===== config.mk =====
export PLATFORM = sky130hd
export DESIGN_NAME = amp_fault_mask_acdiag_regs
export DESIGN_NICKNAME = d
export VERILOG_FILES = /design/src/amp_regs_pkg.sv /design/src/ctrl_bus_target.sv /design/src/alert_pin_gate.sv /design/src/amp_fault_mask_acdiag_regs.sv
export SDC_FILE = /design/constraint.sdc
export NUM_CORES = 1
export LEC_CHECK = 0
export ABC_AREA = 1
export ABC_CLOCK_PERIOD_IN_PS = 1600
export BUFFER_PORTS_ARGS = -buffer_cell sky130_fd_sc_hd__buf_4
export CORE_MARGIN = 10
export CORE_UTILIZATION = 40
export DETAILED_ROUTE_END_ITERATION = 10
export GPL_TIMING_DRIVEN = 0
export HOLD_SLACK_MARGIN = 0.15
export PLACE_DENSITY_LB_ADDON = 0.15
export SYNTH_ARGS = -nofsm -noshare
export SYNTH_HDL_FRONTEND = slang
export SYNTH_SLANG_ARGS = --single-unit

===== constraint.sdc =====
create_clock -name core_clk_i -period 1.6 [get_ports core_clk_i]
set_input_delay 0.32 -clock core_clk_i [delete_from_list [all_inputs] [get_ports core_clk_i]]
set_output_delay 0.32 -clock core_clk_i [all_outputs]
set_load 0.02 [all_outputs]

===== src/amp_regs_pkg.sv =====
/*
 * Constants for the amplifier status, pin mask and AC diagnostic register bank.
 * Assumes 8-bit registers behind a two-wire control bus target.
 */
package amp_regs_pkg;
   // Register offsets
   localparam logic [7:0] THERMAL_SHUTDOWN_FLAGS_OFS = 8'h12;
   localparam logic [7:0] WARNING_FLAGS_OFS = 8'h13;
   localparam logic [7:0] FAULT_PIN_MASK_OFS = 8'h14;
   localparam logic [7:0] AC_DIAG_GAIN_ENABLE_OFS = 8'h15;
   localparam logic [7:0] AC_DIAG_SETUP_OFS = 8'h16;
   // Values after reset
   localparam logic [7:0] THERMAL_SHUTDOWN_FLAGS_RST = 8'h00;
   localparam logic [7:0] WARNING_FLAGS_RST = 8'h20;
   localparam logic [7:0] FAULT_PIN_MASK_RST = 8'h00;
   localparam logic [7:0] AC_DIAG_GAIN_ENABLE_RST = 8'h00;
   localparam logic [7:0] AC_DIAG_SETUP_RST = 8'h00;
   // Field positions
   localparam int OVERTEMP_SHUTDOWN_FLAG_GLOBAL_BIT = 4;
   localparam int POR_BIT = 5;
   localparam int OTW_GLOBAL_BIT = 4;
   localparam int OVERCURRENT_MASK_BIT = 7;
   localparam int THERMAL_SHUTDOWN_MASK_BIT = 6;
   localparam int UNDERVOLTAGE_MASK_BIT = 5;
   localparam int OVERVOLTAGE_MASK_BIT = 4;
   localparam int DC_OFFSET_MASK_BIT = 3;
   localparam int CLIP_MASK_BIT = 1;
   localparam int THERMAL_WARNING_MASK_BIT = 0;
   localparam int LOOPBACK_BIT = 7;
   localparam int MEASURE_LENGTH_BIT = 4;
   localparam int TEST_CURRENT_LSB = 2;
   localparam int GAIN_PAIR12_BIT = 7;
   localparam int GAIN_PAIR34_BIT = 5;
   // Measurement lengths in cycles
   localparam logic [6:0] MEASURE_SHORT_CYCLES = 7'h20;
   localparam logic [6:0] MEASURE_LONG_CYCLES = 7'h40;
   // Control bus target states
   typedef enum logic [3:0] {
      BUS_IDLE = 4'b0000,
      BUS_ADDR = 4'b0001,
      BUS_ACK_ADDR = 4'b0010,
      BUS_REG = 4'b0011,
      BUS_ACK_REG = 4'b0100,
      BUS_WDATA = 4'b0101,
      BUS_ACK_WDATA = 4'b0110,
      BUS_RDATA = 4'b0111,
      BUS_ACK_RDATA = 4'b1000
   } bus_state_e;
endpackage


===== src/ctrl_bus_target.sv =====
/*
 * Two-wire control bus target: address match, register pointer, byte writes
 * and reads with pointer auto-increment. Assumes clock and data inputs are
 * synchronous to core_clk_i and much slower than it.
 */
`timescale 1ns/1ps
module ctrl_bus_target #(
   parameter logic [6:0] DEV_ADDR = 7'h6a // Arbitrary default
) (
   // Clock and reset
   input wire logic core_clk_i,
   input wire logic rst_b_i,
   // Bus pins
   input wire logic scl_i,
   input wire logic sda_i,
   output logic sda_oe_o,
   // Register side
   output logic wr_stb_o,
   output logic [7:0] ptr_o,
   output logic [7:0] wr_data_o,
   input wire logic [7:0] rd_data_i
);
   amp_regs_pkg::bus_state_e state_r, state_nxt;
   logic scl_d_r, sda_d_r;
   logic [3:0] cnt_r, cnt_nxt;
   logic [7:0] sh_r, sh_nxt, ptr_r, ptr_nxt, wd_r, wd_nxt;
   logic oe_r, oe_nxt, rw_r, rw_nxt, wr_r, wr_nxt;
   logic rise, fall, start, stop;

   // Edge and condition detection on the previous sample
   assign rise = scl_i && !scl_d_r;
   assign fall = !scl_i && scl_d_r;
   assign start = scl_i && scl_d_r && sda_d_r && !sda_i;
   assign stop = scl_i && scl_d_r && !sda_d_r && sda_i;

   // Byte engine; data out changes only while the clock is low
   always_comb begin
      state_nxt = state_r;
      cnt_nxt = cnt_r;
      sh_nxt = sh_r;
      ptr_nxt = ptr_r;
      wd_nxt = wd_r;
      oe_nxt = oe_r;
      rw_nxt = rw_r;
      wr_nxt = 1'b0;
      if (start) begin
         state_nxt = amp_regs_pkg::BUS_ADDR;
         cnt_nxt = 4'h0;
         oe_nxt = 1'b0;
      end else if (stop) begin
         state_nxt = amp_regs_pkg::BUS_IDLE;
         oe_nxt = 1'b0;
      end else begin
         case (state_r)
            amp_regs_pkg::BUS_ADDR, amp_regs_pkg::BUS_REG, amp_regs_pkg::BUS_WDATA: begin
               if (rise) begin
                  sh_nxt = {sh_r[6:0], sda_i};
                  cnt_nxt = cnt_r + 4'h1;
               end else if (fall && cnt_r == 4'h8) begin
                  cnt_nxt = 4'h0;
                  oe_nxt = 1'b1;
                  if (state_r == amp_regs_pkg::BUS_ADDR) begin
                     rw_nxt = sh_r[0];
                     oe_nxt = (sh_r[7:1] == DEV_ADDR);
                     state_nxt = oe_nxt ? amp_regs_pkg::BUS_ACK_ADDR
                                        : amp_regs_pkg::BUS_IDLE;
                  end else if (state_r == amp_regs_pkg::BUS_REG) begin
                     ptr_nxt = sh_r;
                     state_nxt = amp_regs_pkg::BUS_ACK_REG;
                  end else begin
                     wd_nxt = sh_r;
                     wr_nxt = 1'b1;
                     state_nxt = amp_regs_pkg::BUS_ACK_WDATA;
                  end
               end
            end
            amp_regs_pkg::BUS_ACK_ADDR: begin
               if (fall) begin
                  if (rw_r) begin
                     sh_nxt = rd_data_i;
                     oe_nxt = !rd_data_i[7];
                     state_nxt = amp_regs_pkg::BUS_RDATA;
                  end else begin
                     oe_nxt = 1'b0;
                     state_nxt = amp_regs_pkg::BUS_REG;
                  end
               end
            end
            amp_regs_pkg::BUS_ACK_REG, amp_regs_pkg::BUS_ACK_WDATA: begin
               if (fall) begin
                  oe_nxt = 1'b0;
                  if (state_r == amp_regs_pkg::BUS_ACK_WDATA) begin
                     ptr_nxt = ptr_r + 8'h01;
                  end
                  state_nxt = amp_regs_pkg::BUS_WDATA;
               end
            end
            amp_regs_pkg::BUS_RDATA: begin
               if (fall) begin
                  cnt_nxt = cnt_r + 4'h1;
                  sh_nxt = {sh_r[6:0], 1'b0};
                  oe_nxt = (cnt_r == 4'h7) ? 1'b0 : !sh_r[6];
                  if (cnt_r == 4'h7) begin
                     cnt_nxt = 4'h0;
                     ptr_nxt = ptr_r + 8'h01;
                     state_nxt = amp_regs_pkg::BUS_ACK_RDATA;
                  end
               end
            end
            amp_regs_pkg::BUS_ACK_RDATA: begin
               // A not-acknowledge from the host ends the read burst
               if (rise && sda_i) begin
                  state_nxt = amp_regs_pkg::BUS_IDLE;
               end else if (fall) begin
                  sh_nxt = rd_data_i;
                  oe_nxt = !rd_data_i[7];
                  state_nxt = amp_regs_pkg::BUS_RDATA;
               end
            end
            default: begin
               oe_nxt = 1'b0;
            end
         endcase
      end
   end

   // Registers
   always_ff @(posedge core_clk_i or negedge rst_b_i) begin
      if (!rst_b_i) begin
         state_r <= amp_regs_pkg::BUS_IDLE;
         scl_d_r <= 1'b1;
         sda_d_r <= 1'b1;
         cnt_r <= 4'h0;
         sh_r <= 8'h00;
         ptr_r <= 8'h00;
         wd_r <= 8'h00;
         oe_r <= 1'b0;
         rw_r <= 1'b0;
         wr_r <= 1'b0;
      end else begin
         state_r <= state_nxt;
         scl_d_r <= scl_i;
         sda_d_r <= sda_i;
         cnt_r <= cnt_nxt;
         sh_r <= sh_nxt;
         ptr_r <= ptr_nxt;
         wd_r <= wd_nxt;
         oe_r <= oe_nxt;
         rw_r <= rw_nxt;
         wr_r <= wr_nxt;
      end
   end

   assign sda_oe_o = oe_r;
   assign wr_stb_o = wr_r;
   assign ptr_o = ptr_r;
   assign wr_data_o = wd_r;
endmodule


===== src/alert_pin_gate.sv =====
/*
 * Mask gating of fault and warning conditions onto the two open-drain alert
 * pins. Assumes condition inputs are already synchronous levels.
 */
`timescale 1ns/1ps
module alert_pin_gate (
   // Clock and reset
   input wire logic core_clk_i,
   input wire logic rst_b_i,
   // Conditions and masks
   input wire logic [7:0] mask_i,
   input wire logic overcurrent_i,
   input wire logic thermal_shutdown_i,
   input wire logic undervoltage_i,
   input wire logic overvoltage_i,
   input wire logic dc_offset_i,
   input wire logic thermal_warning_i,
   input wire logic [3:0] clip_i,
   input wire logic clip_split_i,
   // Pin pull-down enables
   output logic fault_pin_oe_o,
   output logic warn_pin_oe_o
);
   logic fault_r, fault_nxt, warn_r, warn_nxt;
   logic clip_ok;

   // A set mask bit hides its category from the pin
   always_comb begin
      clip_ok = !mask_i[amp_regs_pkg::CLIP_MASK_BIT];
      fault_nxt = (overcurrent_i && !mask_i[amp_regs_pkg::OVERCURRENT_MASK_BIT])
         || (thermal_shutdown_i && !mask_i[amp_regs_pkg::THERMAL_SHUTDOWN_MASK_BIT])
         || (undervoltage_i && !mask_i[amp_regs_pkg::UNDERVOLTAGE_MASK_BIT])
         || (overvoltage_i && !mask_i[amp_regs_pkg::OVERVOLTAGE_MASK_BIT])
         || (dc_offset_i && !mask_i[amp_regs_pkg::DC_OFFSET_MASK_BIT])
         || (clip_ok && clip_split_i && |clip_i[3:2]);
      warn_nxt = (thermal_warning_i && !mask_i[amp_regs_pkg::THERMAL_WARNING_MASK_BIT])
         || (clip_ok && |clip_i[1:0])
         || (clip_ok && !clip_split_i && |clip_i[3:2]);
   end

   // Registered so the pins never glitch on mask writes
   always_ff @(posedge core_clk_i or negedge rst_b_i) begin
      if (!rst_b_i) begin
         fault_r <= 1'b0;
         warn_r <= 1'b0;
      end else begin
         fault_r <= fault_nxt;
         warn_r <= warn_nxt;
      end
   end

   assign fault_pin_oe_o = fault_r;
   assign warn_pin_oe_o = warn_r;
endmodule


===== src/amp_fault_mask_acdiag_regs.sv =====
/*
 * Thermal status, warning, alert pin mask and AC load diagnostic control
 * registers of a four-channel amplifier, reached over the two-wire control bus.
 * Assumes sensing logic supplies synchronous condition levels and that fault
 * clear and automatic-recovery controls come from neighbouring registers.
 */
`timescale 1ns/1ps
module amp_fault_mask_acdiag_regs #(
   parameter logic [6:0] DEV_ADDR = 7'h6a // Arbitrary default
) (
   // Clock and reset
   input wire logic core_clk_i,
   input wire logic rst_b_i,
   // Control bus pins
   input wire logic scl_i,
   input wire logic sda_i,
   output logic sda_o,
   output logic sda_oe_o,
   // Sensed conditions
   input wire logic overtemp_shutdown_flag_global_i,
   input wire logic [3:0] overtemp_shutdown_flag_ch_i,
   input wire logic otw_global_i,
   input wire logic [3:0] otw_ch_i,
   input wire logic overcurrent_i,
   input wire logic undervoltage_i,
   input wire logic overvoltage_i,
   input wire logic dc_offset_i,
   input wire logic [3:0] clip_i,
   // Controls from neighbouring registers
   input wire logic clear_fault_i,
   input wire logic overtemp_shutdown_flag_auto_recover_i,
   input wire logic clip_split_i,
   input wire logic parallel_bridged_mode_i,
   // Alert pins, open drain, active low on the wire
   output logic fault_pin_o,
   output logic fault_pin_oe_o,
   output logic warn_pin_o,
   output logic warn_pin_oe_o,
   // AC diagnostic controls
   output logic [3:0] ac_diag_enable_o,
   output logic [3:0] ac_diag_gain4_o,
   output logic ac_diag_loopback_enable_o,
   output logic [6:0] ac_diag_measure_length_o,
   output logic [1:0] ac_diag_test_current_o
);
   logic wr_stb;
   logic [7:0] ptr, wr_data;
   logic [7:0] rd_data;
   logic bus_oe;
   logic [4:0] overtemp_shutdown_flag_r, overtemp_shutdown_flag_nxt;
   logic [4:0] otw_r, otw_nxt;
   logic por_r, por_nxt;
   logic [7:0] mask_r, mask_nxt, gain_en_r, gain_en_nxt, setup_r, setup_nxt;
   logic [3:0] en_r, en_nxt, gain_r, gain_nxt;
   logic loop_r, loop_nxt;
   logic [6:0] len_r, len_nxt;
   logic [1:0] cur_r, cur_nxt;
   logic fault_oe, warn_oe;

   // Register write decode shared by the three writable registers
   function automatic logic [7:0] wr_sel(input logic stb, input logic [7:0] p,
                                         input logic [7:0] ofs, input logic [7:0] d,
                                         input logic [7:0] cur);
      wr_sel = (stb && p == ofs) ? d : cur;
   endfunction

   ctrl_bus_target #(
      .DEV_ADDR(DEV_ADDR)
   ) u_bus (
      .core_clk_i(core_clk_i),
      .rst_b_i(rst_b_i),
      .scl_i(scl_i),
      .sda_i(sda_i),
      .sda_oe_o(bus_oe),
      .wr_stb_o(wr_stb),
      .ptr_o(ptr),
      .wr_data_o(wr_data),
      .rd_data_i(rd_data)
   );

   // Read mux; unmapped offsets read as zero
   always_comb begin
      case (ptr)
         amp_regs_pkg::THERMAL_SHUTDOWN_FLAGS_OFS: rd_data = {3'h0, overtemp_shutdown_flag_r};
         amp_regs_pkg::WARNING_FLAGS_OFS: rd_data = {2'h0, por_r, otw_r};
         amp_regs_pkg::FAULT_PIN_MASK_OFS: rd_data = mask_r;
         amp_regs_pkg::AC_DIAG_GAIN_ENABLE_OFS: rd_data = gain_en_r;
         amp_regs_pkg::AC_DIAG_SETUP_OFS: rd_data = setup_r;
         default: rd_data = 8'h00;
      endcase
   end

   // Status capture; a new event wins over a clear in the same cycle
   always_comb begin
      if (overtemp_shutdown_flag_auto_recover_i) begin
         overtemp_shutdown_flag_nxt = {overtemp_shutdown_flag_global_i, overtemp_shutdown_flag_ch_i};
      end else begin
         overtemp_shutdown_flag_nxt = {overtemp_shutdown_flag_global_i, overtemp_shutdown_flag_ch_i} | (overtemp_shutdown_flag_r & {5{!clear_fault_i}});
      end
      otw_nxt = {otw_global_i, otw_ch_i};
      por_nxt = por_r && !clear_fault_i;
   end

   // Writable registers; reserved bits are kept as written
   always_comb begin
      mask_nxt = wr_sel(wr_stb, ptr, amp_regs_pkg::FAULT_PIN_MASK_OFS, wr_data, mask_r);
      gain_en_nxt = wr_sel(wr_stb, ptr, amp_regs_pkg::AC_DIAG_GAIN_ENABLE_OFS, wr_data,
                           gain_en_r);
      setup_nxt = wr_sel(wr_stb, ptr, amp_regs_pkg::AC_DIAG_SETUP_OFS, wr_data, setup_r);
   end

   // AC diagnostic control decode, one cycle behind the register
   always_comb begin
      en_nxt = gain_en_r[3:0];
      if (parallel_bridged_mode_i) begin
         gain_nxt = {{2{gain_en_r[amp_regs_pkg::GAIN_PAIR12_BIT]}},
                     {2{gain_en_r[amp_regs_pkg::GAIN_PAIR34_BIT]}}};
      end else begin
         gain_nxt = gain_en_r[7:4];
      end
      loop_nxt = setup_r[amp_regs_pkg::LOOPBACK_BIT];
      len_nxt = setup_r[amp_regs_pkg::MEASURE_LENGTH_BIT] ?
                amp_regs_pkg::MEASURE_LONG_CYCLES : amp_regs_pkg::MEASURE_SHORT_CYCLES;
      // Reserved current codes pass through; the host must not use them
      cur_nxt = setup_r[amp_regs_pkg::TEST_CURRENT_LSB +: 2];
   end

   // All state registers
   always_ff @(posedge core_clk_i or negedge rst_b_i) begin
      if (!rst_b_i) begin
         overtemp_shutdown_flag_r <= amp_regs_pkg::THERMAL_SHUTDOWN_FLAGS_RST[4:0];
         otw_r <= amp_regs_pkg::WARNING_FLAGS_RST[4:0];
         por_r <= amp_regs_pkg::WARNING_FLAGS_RST[amp_regs_pkg::POR_BIT];
         mask_r <= amp_regs_pkg::FAULT_PIN_MASK_RST;
         gain_en_r <= amp_regs_pkg::AC_DIAG_GAIN_ENABLE_RST;
         setup_r <= amp_regs_pkg::AC_DIAG_SETUP_RST;
         en_r <= 4'h0;
         gain_r <= 4'h0;
         loop_r <= 1'b0;
         len_r <= amp_regs_pkg::MEASURE_SHORT_CYCLES;
         cur_r <= 2'h0;
      end else begin
         overtemp_shutdown_flag_r <= overtemp_shutdown_flag_nxt;
         otw_r <= otw_nxt;
         por_r <= por_nxt;
         mask_r <= mask_nxt;
         gain_en_r <= gain_en_nxt;
         setup_r <= setup_nxt;
         en_r <= en_nxt;
         gain_r <= gain_nxt;
         loop_r <= loop_nxt;
         len_r <= len_nxt;
         cur_r <= cur_nxt;
      end
   end

   // Shutdown flags drive the pin from the latched view, not the live input
   alert_pin_gate u_gate (
      .core_clk_i(core_clk_i),
      .rst_b_i(rst_b_i),
      .mask_i(mask_r),
      .overcurrent_i(overcurrent_i),
      .thermal_shutdown_i(|overtemp_shutdown_flag_r),
      .undervoltage_i(undervoltage_i),
      .overvoltage_i(overvoltage_i),
      .dc_offset_i(dc_offset_i),
      .thermal_warning_i(|otw_r),
      .clip_i(clip_i),
      .clip_split_i(clip_split_i),
      .fault_pin_oe_o(fault_oe),
      .warn_pin_oe_o(warn_oe)
   );

   // Open-drain pins only ever pull low
   assign sda_o = 1'b0;
   assign sda_oe_o = bus_oe;
   assign fault_pin_o = 1'b0;
   assign fault_pin_oe_o = fault_oe;
   assign warn_pin_o = 1'b0;
   assign warn_pin_oe_o = warn_oe;
   assign ac_diag_enable_o = en_r;
   assign ac_diag_gain4_o = gain_r;
   assign ac_diag_loopback_enable_o = loop_r;
   assign ac_diag_measure_length_o = len_r;
   assign ac_diag_test_current_o = cur_r;

   // Checks
   global_overtemp_shutdown_flag_a: assert property (@(posedge core_clk_i) disable iff (!rst_b_i)
      overtemp_shutdown_flag_global_i |=> overtemp_shutdown_flag_r[4])
      else $error("global shutdown flag not set");
   channel_overtemp_shutdown_flag_a: assert property (@(posedge core_clk_i) disable iff (!rst_b_i)
      ##1 ((overtemp_shutdown_flag_r[3:0] & $past(overtemp_shutdown_flag_ch_i)) == $past(overtemp_shutdown_flag_ch_i)))
      else $error("channel shutdown flag missing");
   por_clear_a: assert property (@(posedge core_clk_i) disable iff (!rst_b_i)
      clear_fault_i |=> !por_r ##1 !por_r)
      else $error("power-on flag did not clear");
   otw_follow_a: assert property (@(posedge core_clk_i) disable iff (!rst_b_i)
      ##1 (otw_r[4] == $past(otw_global_i)))
      else $error("global warning does not follow");
   otw_channel_a: assert property (@(posedge core_clk_i) disable iff (!rst_b_i)
      ##1 (otw_r[3:0] == $past(otw_ch_i)))
      else $error("channel warning mismatch");
   oc_to_pin_a: assert property (@(posedge core_clk_i) disable iff (!rst_b_i)
      (overcurrent_i && !mask_r[7]) |=> fault_pin_oe_o)
      else $error("overcurrent not on fault pin");
   overtemp_shutdown_flag_to_pin_a: assert property (@(posedge core_clk_i) disable iff (!rst_b_i)
      (|overtemp_shutdown_flag_r && !mask_r[6]) |=> fault_pin_oe_o)
      else $error("shutdown not on fault pin");
   uv_to_pin_a: assert property (@(posedge core_clk_i) disable iff (!rst_b_i)
      (undervoltage_i && !mask_r[5]) |=> fault_pin_oe_o)
      else $error("undervoltage not on fault pin");
   dc_to_pin_a: assert property (@(posedge core_clk_i) disable iff (!rst_b_i)
      (dc_offset_i && !mask_r[3]) |=> fault_pin_oe_o)
      else $error("dc offset not on fault pin");
   clip_masked_a: assert property (@(posedge core_clk_i) disable iff (!rst_b_i)
      (mask_r == 8'hff) |=> (!fault_pin_oe_o && !warn_pin_oe_o))
      else $error("pin active with all masked");
   ac_gain_a: assert property (@(posedge core_clk_i) disable iff (!rst_b_i)
      (!parallel_bridged_mode_i && $stable(gain_en_r)) |=> (gain_r == $past(gain_en_r[7:4])))
      else $error("gain select mismatch");
   ac_enable_a: assert property (@(posedge core_clk_i) disable iff (!rst_b_i)
      (wr_stb && ptr == amp_regs_pkg::AC_DIAG_GAIN_ENABLE_OFS) |=> ##1
      (en_r == $past(wr_data[3:0], 2)))
      else $error("enable not applied");
   loopback_a: assert property (@(posedge core_clk_i) disable iff (!rst_b_i)
      ##1 (loop_r == $past(setup_r[7])))
      else $error("loopback mismatch");
   measure_len_a: assert property (@(posedge core_clk_i) disable iff (!rst_b_i)
      setup_r[4] |=> (len_r == 7'h40))
      else $error("measure length wrong");
   latch_hold_a: assert property (@(posedge core_clk_i) disable iff (!rst_b_i)
      (overtemp_shutdown_flag_r[4] && !overtemp_shutdown_flag_auto_recover_i && !clear_fault_i) |=> overtemp_shutdown_flag_r[4])
      else $error("latched shutdown lost");
endmodule


Word level (Yosys, flattened, before mapping)
Index checks and enable logic that the tools add are counted.

operators by class
  equality and inequality tests = 41
  add/subtract/negate cells = 2
  muxes and demuxes = 62
  bitwise logic cells = 7
  reduce and logical (&&, ||, !) cells = 63

operators by type and width
  operator                                                number
  2-to-1 mux 8 bit                                        14
  2-to-1 mux 4 bit                                        17
  equality test 8 x 5 -> 1 bit (second input constant)    5
  one-hot mux 8 bit (5 select lines)                      1
  one-hot mux 8 bit (4 select lines)                      1
  inequality test 4 x 1 -> 1 bit (second input constant)  7
  logical AND 1 bit                                       24
  one-hot mux 8 bit (3 select lines)                      1
  inequality test 2 x 1 -> 1 bit (second input constant)  11
  equality test 4 x 3 -> 1 bit (second input constant)    5
  one-hot mux 4 bit (5 select lines)                      1
  2-to-1 mux 1 bit                                        19
  logical NOT 1 bit                                       15
  AND reduction 7 bit                                     2
  AND reduction 11 bit                                    1
  OR reduction 5 bit                                      2
  AND reduction 9 bit                                     1
  adder 8 x 1 -> 8 bit (second input constant)            1
  equality test 4 x 2 -> 1 bit (second input constant)    2
  equality test 4 bit (second input constant)             2
  one-hot mux 4 bit (2 select lines)                      1
  AND reduction 8 bit                                     1
  equality test 7 bit (second input constant)             1
  logical OR 1 bit                                        7
  other kinds (22)                                        33

word-level totals
  flip-flop bits (word level) = 92
  input port bits = 26
  output and inout port bits = 24

Logic depth before layout (Yosys ltp)
Gate-level depths: netlist (run 1).

  depth in word-level cells = 8
  mapped depth = 11
  depth with buffers taken out = 11

Modules after synthesis
From an unflattened synthesis (run 1), not the netlist that was laid out.

second synthesis, totals
  cells, all modules = 608
  area total of the unflattened synthesis = 4719.5 µm²

modules (own cells, without submodules)
  module                      area each (µm²)  sequential area each (µm²)  cells an instance  instances
  ctrl_bus_target             2322.2           928.4                       334                1
  amp_fault_mask_acdiag_regs  2247.2           1203.7                      247                1
  alert_pin_gate              150.1            50.0                        27                 1

Worst setup path before layout (run 1)
OpenSTA, ideal clock, no wires.

  kind = register to register
  start point = reg u_bus.ptr_r[0] (netlist: u_bus.ptr_o[0])
  end point = reg setup_r[5]
  cell stages (with the launch flop) = 9
  arrival = 1.437 ns
  data required time = 1.474 ns
  clock period less this slack = 1.563 ns
  setup slack = 0.037 ns
  library setup time = 0.126 ns
  path through = dfrtp_1 inv_1 ha_1 inv_1 nor2_1 nand3_1 buf_2 nand2_1 o21ai_0

between the ends
  cells in the longest elaborated chain, start to end = 2

RTL lines
  item                          line                               RTL
  from (decl)                   ctrl_bus_target.sv:26              logic [7:0] sh_r, sh_nxt, ptr_r, ptr_nxt, wd_r, wd_nxt;
  from (signal assigned)        ctrl_bus_target.sv:146             ptr_r <= ptr_nxt;
  equality test 8 x 5 -> 1 bit  amp_fault_mask_acdiag_regs.sv:64   wr_sel = (stb && p == ofs) ? d : cur;
  logical AND 1 bit             amp_fault_mask_acdiag_regs.sv:64
  to (signal assigned)          amp_fault_mask_acdiag_regs.sv:136  setup_r <= amp_regs_pkg::AC_DIAG_SETUP_RST;
  to (signal assigned)          amp_fault_mask_acdiag_regs.sv:148  setup_r <= setup_nxt;
  to (decl)                     amp_fault_mask_acdiag_regs.sv:53   logic [7:0] mask_r, mask_nxt, gain_en_r, gain_en_nxt, setup_r, setup_nxt;

Every way passes these cells.
A chain may end at the register's enable or synchronous reset.

Worst setup path in the final report (run 1)
  start point = reg u_bus.scl_d_r
  end point = reg u_bus.sh_r[3]

between the ends
  cells in the longest elaborated chain, start to end = 5

RTL lines
  item                                                                             line                                                                  RTL
  from (decl)                                                                      ctrl_bus_target.sv:24                                                 logic scl_d_r, sda_d_r;
  from (signal assigned)                                                           ctrl_bus_target.sv:142                                                scl_d_r <= scl_i;
  logical NOT 1 bit / logical AND 1 bit (equally long branches)                    ctrl_bus_target.sv:31, ctrl_bus_target.sv:33, ctrl_bus_target.sv:34
  logical AND 1 bit (on tied branches)                                             ctrl_bus_target.sv:31, ctrl_bus_target.sv:33, ctrl_bus_target.sv:34
  logical AND 1 bit (on tied branches)                                             ctrl_bus_target.sv:112, ctrl_bus_target.sv:33, ctrl_bus_target.sv:34
  inequality test 2 bit (no source line) / inverter 1 bit (equally long branches)  -
  AND reduction 9 bit (no source line) *                                           -
  to (signal assigned)                                                             ctrl_bus_target.sv:145                                                sh_r <= sh_nxt;
  to (decl)                                                                        ctrl_bus_target.sv:26

Mark *: on every way between the ends. The rest lies on a longest branch, timed or not.

==> results.json, run 1 <==
{
  "syn-cell-area_mm2": 0.00459,
  "regToRegStartpoint": "u_bus.scl_d_r$_DFF_PN1_",
  "yosysTopAreaCell": "dfrtp_1",
  "numCtsBuffers": 9,
  "final_cell_mix": "116 x nand2_1, 77 x dfrtp_1, 74 x buf_4",
  "hold_viol_final": 0,
  "whs_ns": 0.165,
  "cts_tree": "built",
  "r2r_end": "u_bus.sh_r[3]$_DFFE_PN0P_",
  "worstHoldPathType": "input port to flip-flop",
  "final_common_cell": "nand2_1",
  "grt_use_total": 0.157,
  "setup_viol": 15,
  "clockRootBuffer": "clkbuf_16",
  "gp_congestion": 0.882,
  "finalCritPeriodShare": 1.04,
  "drt-initial-drc-count": 364,
  "worstHoldPathCells": 2,
  "grt_pass1_wl_um": 20600,
  "min_from": "overtemp_shutdown_flag_ch_i[0]",
  "end_kind": "flip-flop",
  "status": "finished with violations",
  "slew_violations": 0,
  "synth_area_leaders": "dfrtp_1 45%, nand2_1 11%, nor2_1 7.2%, nand3_1 6.5%, o21ai_0 5.4%",
  "reg2reg_depth": 7,
  "dp.cells": 784,
  "core_mm2": 0.0113,
  "place_ws_ns": -0.467,
  "hpwl_um": 8800,
  "path_clk_slew_ns": 0.06,
  "r2r_setup_slack_ns": -0.07,
  "clk_latency_ns": 0.35,
  "antenna_found_initial": 0,
  "die_h_um": 127,
  "ys.flop_type": "dfrtp_1",
  "post_drt_wl_per_cell_um": 15.1,
  "holdPathEnd": "overtemp_shutdown_flag_r[0]$_DFF_PN0_",
  "rsz0062_at_grt": "true",
  "drv_cap": 0,
  "drc": 0,
  "cts.sink_count": 87,
  "relSlewSlack": 0.281,
  "yosysSeqAreaShare": 0.475,
  "fin_crit_ns": 1.67,
  "die-area_mm2": 0.0162,
  "async_flop_share": 1.00,
  "finalWorstSetupSlack_ns": -0.0706,
  "cp.required_ns": 1.84,
  "critPathArrivalTime_ns": 1.91,
  "firstDrtPassIters": 4,
  "multi_input_area_mm2": 0.00239,
  "ir_worst_vdd_mv": 0.652,
  "violations": "setup timing",
  "antenna_left": 0,
  "synth_edf_count": 0,
  "worst_pin_slew_ns": 1.08,
  "finalPower_mw": 9.32,
  "avgSynthCellArea_um2": 7.74,
  "max_freq_ghz": 0.599,
  "synth.distinct_cells": 38,
  "power-per-cell-area_mw_per_mm2": 1480,
  "skew_ns": 0.00788,
  "ios": 50,
  "fillers": 1021,
  "p_leak_nw": 2.99,
  "cts_buffer_depth": 2,
  "worstSetupPathType": "flip-flop to flip-flop",
  "nets": 732,
  "grt_pass1_vias": 4119,
  "area.sequential_mm2": 0.00219,
  "ys_warn_count": 0,
  "area_delta_synth_final_pct": 37.0,
  "grt_max_degree": 88,
  "routed_wl_um": 12800,
  "die_x_um": 127,
  "h-tree-depth": 3,
  "synth_top_area_share": 0.452,
  "viasPerCell": 5.14,
  "grt_overflow": 0,
  "initial_core_util": 0.406,
  "cp-start-kind": "flip-flop",
  "num_vias": 4361,
  "ys_ff_latch": 87,
  "synthCells": 593,
  "rows": 39,
  "layout.cells.non_filler": 848,
  "diodes": 0,
  "crit_path_max_fanout": 8,
  "port_buffers": 41,
  "drive_above_1_share": 0.329
}
timing repair:
| action | in CTS | in global routing |
|---|---|---|
| gates resized for setup | 52 | 96 |
| hold buffers | 8 | 0 |
| cloned | 2 | 2 |
| setup buffers | 17 | 19 |
| pin swaps | 13 | 30 |
| endpoints found under the hold margin | 8 | 0 |
| setup endpoints to repair | 58 | 57 |
worst max-delay path by stage:
| stage | from | end | cells after the start |
|---|---|---|---|
| after floorplan | u_bus.ptr_o[0]$_DFFE_PN0P_ | setup_r[5]$_DFFE_PN0P_ | 8 |
| after global placement | u_bus.ptr_o[0]$_DFFE_PN0P_ | setup_r[6]$_DFFE_PN0P_ | 8 |
| after detailed placement | u_bus.ptr_o[0]$_DFFE_PN0P_ | setup_r[6]$_DFFE_PN0P_ | 8 |
| after CTS | u_bus.scl_d_r$_DFF_PN1_ | u_bus.sh_r[1]$_DFFE_PN0P_ | 8 |
| after global routing | u_bus.state_r[2]$_DFFE_PN0P_ | u_bus.state_r[0]$_DFFE_PN0P_ | 8 |
| final | u_bus.scl_d_r$_DFF_PN1_ | u_bus.sh_r[3]$_DFFE_PN0P_ | 7 |
sequential cells by signal, summed over array words and instances, names as in the netlist, 5 cells and up:
signal and flops:
gain_en_r 8, mask_r 8, otw_r 5, overtemp_shutdown_flag_r 5, setup_r 8, u_bus.ptr_o 8, u_bus.sh_r 8, u_bus.wr_data_o 8
critical path, cell delays in order, from the launching register on:
cell and delay, ns:
dfstp_2 0.58, nand4_1 0.25, nand3_1 0.24, nor2_4 0.07, nand2_4 0.13, clkinv_4 0.10
nor2_1 0.13, a21oi_2 0.04
per-stage QoR:
stage          setup TNS, ns  utilization  instance area (um2)
6_report              -0.518        0.556                 6290
4_1_cts               -0.179        0.517                 5860
3_3_place_gp          -15.31        0.451                 5100
5_1_grt                -3.30        0.556                 6290
2_1_floorplan              0            -                 4620
3_5_place_dp          -15.22        0.451                 5100
routing by layer:
metal,GRT usage,share of wire
met4,0.0703,0.023
met1,0.199,0.44
met2,0.250,0.49
met3,0.0352,0.050
met5,0,0
kinds of logic after synthesis:
family | share of synthesized area
simple gates | 0.308
compound gates | 0.108
fa+ha+maj | 0.0163
mux | 0.00490
buf+inv | 0.0831
flops | 0.475
other cells | 0.000817
xor+xnor | 0.00382
final cells by class:
cell class / count / share of cell area
Clock inverter: 4 / 0.0121
Buffer: 15 / 0.0227
Timing Repair Buffer: 89 / 0.122
Tap cell: 143 / 0.0284
Clock buffer: 12 / 0.0408
Inverter: 73 / 0.0465
Multi-Input combinational cell: 425 / 0.380
Sequential cell: 87 / 0.348
power breakdown:
group | total, mW | internal (mW) | switching [mW]
Combinational | 4.08 | 1.52 | 2.56
Clock | 2.35 | 1.46 | 0.890
Sequential | 2.90 | 2.52 | 0.379
synthesized netlist by cell type, types with 2 or more instances:
library cell  instances
nand2_1             136
nor2_1               88
dfrtp_1              83
inv_1                66
nand3_1              60
o21ai_0              50
nor2_2               11
buf_4                 9
o21ai_2               9
nand4_1               7
a21oi_1               6
ha_1                  6
inv_2                 5
nand2_2               5
o21bai_1              5
buf_2                 4
dfstp_2               4
o21ai_1               4
a31oi_1               3
nand3_2               3
nor2_4                3
nor3_1                3
or2_2                 3
mux2_2                2
nand3b_1              2
o221ai_1              2
o22ai_1               2
xor2_1                2
No activity file was read; power rests on OpenSTA's default activity.
==> run 2, diff against run 1 <==
CORE_ASPECT_RATIO = 0.5   (was not set)
==> results.json, run 2 (synthesized netlist as in run 1, its figures left out) <==
{
  "drv_cap": 0,
  "area_delta_synth_final_pct": 36.6,
  "critPathArrivalTime_ns": 1.91,
  "relSlewSlack": 0.237,
  "cts_tree": "built",
  "layout.cells.non_filler": 845,
  "power-per-cell-area_mw_per_mm2": 1470,
  "num_vias": 4211,
  "path_clk_slew_ns": 0.06,
  "skew_ns": 0.00579,
  "final_cell_mix": "110 x nand2_1, 77 x dfrtp_1, 75 x buf_4",
  "initial_core_util": 0.413,
  "fin_crit_ns": 1.64,
  "worstSetupPathType": "flip-flop to flip-flop",
  "grt_use_total": 0.151,
  "final.setup.tns_ns": -0.0535,
  "cp.required_ns": 1.87,
  "cp_slowest_stage_delay_ns": 0.45,
  "crit_path_max_fanout": 6,
  "hold_viol_final": 0,
  "rsz0062_at_grt": "true",
  "post_drt_wl_per_cell_um": 14.6,
  "fillers": 1028,
  "max_freq_ghz": 0.610,
  "finalWorstSetupSlack_ns": -0.0401,
  "cts_buffer_depth": 2,
  "grt_pass1_wl_um": 19700,
  "nets": 727,
  "violations": "setup timing",
  "grt_max_degree": 88,
  "die_x_um": 172,
  "antenna_found_initial": 0,
  "gp_congestion": 0.854,
  "drc": 0,
  "numCtsBuffers": 9,
  "grt_pass1_vias": 3956,
  "worst_pin_slew_ns": 1.14,
  "slew_violations": 0,
  "setup_viol": 3,
  "routed_wl_um": 12300,
  "viasPerCell": 4.98,
  "drt-initial-drc-count": 290,
  "h-tree-depth": 3,
  "port_buffers": 41,
  "grt_overflow": 0,
  "worstHoldPathType": "input port to async pin",
  "p_leak_nw": 2.96,
  "antenna_left": 0,
  "dp.cells": 786,
  "rows": 27,
  "core_mm2": 0.0111,
  "end_kind": "flip-flop",
  "ios": 50,
  "path_cells": "ha_2, inv_1, nor2_4, nand2_1, o21ai_1, nor2_2, nor2_2, nor2_1, nor2_1",
  "status": "finished with violations",
  "hpwl_um": 8720,
  "critPathSlowestCell": "dfrtp_2",
  "firstDrtPassIters": 5,
  "cts.sink_count": 87,
  "diodes": 0,
  "clk_latency_ns": 0.34,
  "cp-start-kind": "flip-flop",
  "final_common_cell": "nand2_1",
  "ir_worst_vdd_mv": 0.567,
  "finalCritPeriodShare": 1.03,
  "drive_above_1_share": 0.369,
  "die-area_mm2": 0.0164,
  "clockRootBuffer": "clkbuf_16",
  "die_h_um": 95.8
}
## run 2: cell types whose count changed in the layout (fill, tap and decap cells not counted), sizes merged
cell / delta
inv: +3
clkinvlp: +1
buf: -4
clkbuf: -4
bufinv: -1
## run 2: metal layers
metal / share of wire / routed length (um) / GRT usage
met1: 0.48 / 5910 / 0.205
met5: 0 / 0 / 0
met3: 0.065 / 802 / 0.0396
met4: 0.015 / 179 / 0.0460
met2: 0.44 / 5420 / 0.232
## run 2: area by class of cell
type,instances,area [um2],area share
multi-input cells,425,2490,0.397
flip-flops and latches,87,2190,0.349
repair buffers,86,698,0.111
inverters,73,295,0.0471
clock buffers,9,225,0.0359
well taps,145,181,0.0289
plain buffers,13,116,0.0186
clock inverters,7,78.8,0.0126
## run 2: what timing repair did
| item | in CTS | in global routing |
|---|---|---|
| endpoints found under the hold margin | 8 | 0 |
| buffers inserted | 19 | 15 |
| endpoints found under the setup margin | 58 | 58 |
| hold buffers | 8 | 0 |
| pin swaps | 11 | 37 |
| gates cloned | 0 | 3 |
| resized for setup | 54 | 117 |
## run 2: final timing paths
path | from | end | cells past startpoint | slack [ns]
hold / removal | rst_b_i | u_bus.sda_oe_o$_DFFE_PN0P_ | 1 | 0.14
setup / recovery | u_bus.ptr_o[0]$_DFFE_PN0P_ | u_bus.sh_r[5]$_DFFE_PN0P_ | 9 | -0.04
min in group core_clk_i | overtemp_shutdown_flag_ch_i[3] | overtemp_shutdown_flag_r[3]$_DFF_PN0_ | 2 | 0.17
setup reg to reg | u_bus.ptr_o[0]$_DFFE_PN0P_ | u_bus.sh_r[5]$_DFFE_PN0P_ | 9 | -0.04
max in group asynchronous | rst_b_i | otw_r[2]$_DFF_PN0_ | 1 | 0.66
hold reg to reg | gain_en_r[2]$_DFFE_PN0P_ | ac_diag_enable_o[2]$_DFF_PN0_ | 0 | 0.41
## run 2: worst max-delay path: cells and delay by family (launching register included)
family / cells / cell delay [ns]
adder cells (fa/ha/maj): 1 / 0.22
AO/OA/AOI/OAI: 1 / 0.18
flip-flops: 1 / 0.45
AND/OR/NAND/NOR: 6 / 0.64
buffers and inverters: 1 / 0.08
## run 2: power breakdown
group / internal [mW] / leakage, nW / switching [mW]
Sequential: 2.52 / 1.12 / 0.367
Combinational: 1.57 / 1.69 / 2.60
Clock: 1.23 / 0.144 / 0.934
## run 2: per-stage QoR
stage          area (um2)  hold slack [ns]   util  power, mW  setup WS, ns
2_1_floorplan        4620           0.0244      -       5.13        0.0373
3_3_place_gp         5110            0.393  0.460       5.88        -0.336
3_5_place_dp         5110            0.399  0.460       5.89        -0.334
4_1_cts              5820            0.162  0.523       8.58       0.00259
5_1_grt              6270            0.157  0.564       9.86        -0.152
6_report             6270            0.140  0.564       9.22       -0.0401
==> run 3, diff against run 2 <==
BUFFER_PORTS_ARGS = -buffer_cell sky130_fd_sc_hd__buf_2   (was -buffer_cell sky130_fd_sc_hd__buf_4)
==> results.json, run 3 (synthesized netlist as in run 1, its figures left out) <==
{
  "grt_use_total": 0.151,
  "clockRootBuffer": "clkbuf_16",
  "num_vias": 4252,
  "slew_violations": 0,
  "die-area_mm2": 0.0164,
  "finalWorstSetupSlack_ns": -0.0470,
  "critical_path.top_delay_family": "simple AND/OR/NAND/NOR gates",
  "cp.buffers_inverters": 1,
  "post-route-util": 0.552,
  "power-per-cell-area_mw_per_mm2": 1460,
  "initial_core_util": 0.413,
  "violations": "setup timing",
  "drc": 0,
  "drv_cap": 0,
  "antenna_found_initial": 0,
  "numCtsBuffers": 9,
  "rows": 27,
  "end_kind": "flip-flop",
  "area_delta_synth_final_pct": 33.5,
  "wl_met2_um": 5640,
  "final_cell_mix": "121 x nand2_1, 78 x dfrtp_1, 58 x nor2_1",
  "drt-initial-drc-count": 327,
  "antenna_left": 0,
  "cts.sink_count": 87,
  "hold_viol_final": 0,
  "ir_worst_vdd_mv": 0.566,
  "finalCritPeriodShare": 1.03,
  "die_h_um": 95.8,
  "grt_overflow": 0,
  "gp_congestion": 0.886,
  "firstDrtPassIters": 5,
  "grt_max_degree": 67,
  "r2r_setup_slack_ns": -0.05,
  "port_buffers": 41,
  "final_common_cell": "nand2_1",
  "routed_wl_um": 12400,
  "drive_above_1_share": 0.335,
  "nets": 729,
  "core_mm2": 0.0111,
  "pwr-share-seq": 0.323,
  "hpwl_um": 8740,
  "post_drt_wl_per_cell_um": 14.7,
  "m1WireLength_um": 5800,
  "grt_pass1_vias": 3969,
  "switching_share": 0.431,
  "skew_ns": 0.00650,
  "crit_top_cell": "nand3_1",
  "max_freq_ghz": 0.607,
  "viasPerCell": 5.02,
  "p_leak_nw": 2.94,
  "grt_pass1_wl_um": 19700,
  "path_cells": "nand4_1, buf_6, nand3_1, o21ai_0, nor2_2, nand3_1, nand2_1",
  "setup_viol": 9,
  "cp.required_ns": 1.87,
  "path_clk_slew_ns": 0.06,
  "clk_latency_ns": 0.34,
  "status": "finished with violations",
  "worstSetupPathType": "flip-flop to flip-flop",
  "dr_wl_met3_um": 822,
  "cts_buffer_depth": 2,
  "p_clk_frac": 0.226,
  "final.setup.tns_ns": -0.246,
  "cp_slowest_stage_delay_ns": 0.63,
  "diodes": 0,
  "die_x_um": 172,
  "critPathArrivalTime_ns": 1.92,
  "ios": 50,
  "rsz0062_at_grt": "true",
  "p_sw_mw": 3.87,
  "intPower_mw": 5.10,
  "h-tree-depth": 3,
  "worstHoldPathType": "input port to flip-flop",
  "top_layer_used": "met4",
  "fin_crit_ns": 1.65,
  "cts_tree": "built",
  "combPwrFrac": 0.451,
  "crit_path_max_fanout": 8,
  "critPathSlowestCell": "dfstp_2",
  "cp-start-kind": "flip-flop"
}
run 3: changes by cell type in the layout (fill, tap and decap cells not counted), moves of 4 or more:
cell | before | now
o21ai_0 | 36 | 43
buf_6 | 13 | 9
nor2_2 | 31 | 26
nand2_2 | 25 | 13
buf_4 | 75 | 38
nand3_2 | 11 | 4
nand3_1 | 46 | 54
nand2_1 | 110 | 121
o21ai_1 | 16 | 11
buf_2 | 2 | 41
run 3: cell type report:
type | count | area (um2)
inverters | 73 | 295
plain buffers | 15 | 135
well taps | 145 | 181
fillers | 1009 | 4980
multi-input cells | 425 | 2410
clock buffers | 10 | 239
repair buffers | 86 | 634
flip-flops and latches | 87 | 2190
clock inverters | 6 | 51.3
run 3: what timing repair did:
action / in CTS / in global routing
cloned: 2 / 1
resized for setup: 51 / 89
endpoints found under the hold margin: 27 / 0
setup endpoints to repair: 58 / 57
setup buffers: 15 / 17
pin swaps: 16 / 32
hold buffers: 9 / 0
run 3: power by group through the flow:
stage	Clock [mW]	Combinational (mW)	Sequential [mW]
global placement	0	3.00	2.86
detailed placement	0	3.02	2.86
finish	2.03	4.04	2.90
floorplan	0	2.33	2.79
global route	2.18	4.50	2.93
CTS	2.09	3.47	2.83
run 3: worst register-to-register path, delay by kind of cell, from the launching register on:
family | cells | cell delay [ns]
buffers and inverters | 1 | 0.20
flip-flops | 1 | 0.63
AND/OR/NAND/NOR | 5 | 0.65
AO/OA/AOI/OAI | 1 | 0.10
run 3: metrics by stage:
stage / setup slack, ns / cells / power [mW] / hold slack, ns / instance area, um2
finish: -0.0470 / 847 / 8.97 / 0.168 / 6130
floorplan: 0.0373 / 600 / 5.13 / 0.0244 / 4620
global placement: -0.617 / 786 / 5.86 / 0.393 / 5000
global route: -0.150 / 847 / 9.61 / 0.158 / 6130
detailed placement: -0.372 / 787 / 5.89 / 0.245 / 5030
CTS: -0.0156 / 829 / 8.38 / 0.158 / 5730
run 3: final timing paths:
path,startpoint,endpoint,cells after the start
hold reg to reg,setup_r[4]$_DFFE_PN0P_,ac_diag_measure_length_o[6]$_DFF_PN0_,0
min in group asynchronous,rst_b_i,u_bus.cnt_r[1]$_DFFE_PN0P_,2
hold / removal,overtemp_shutdown_flag_ch_i[3],overtemp_shutdown_flag_r[3]$_DFF_PN0_,2
setup reg to reg,u_bus.scl_d_r$_DFF_PN1_,u_bus.state_r[2]$_DFFE_PN0P_,7
max in group asynchronous,rst_b_i,ac_diag_measure_length_o[5]$_DFF_PN1_,3
setup / recovery,u_bus.scl_d_r$_DFF_PN1_,u_bus.state_r[2]$_DFFE_PN0P_,7
run 3: per-layer routing:
metal,track usage,up-vias
met1,0.208,2016
met2,0.228,120
met3,0.0388,12
met5,0,-
met4,0.0467,0
li1,-,2104
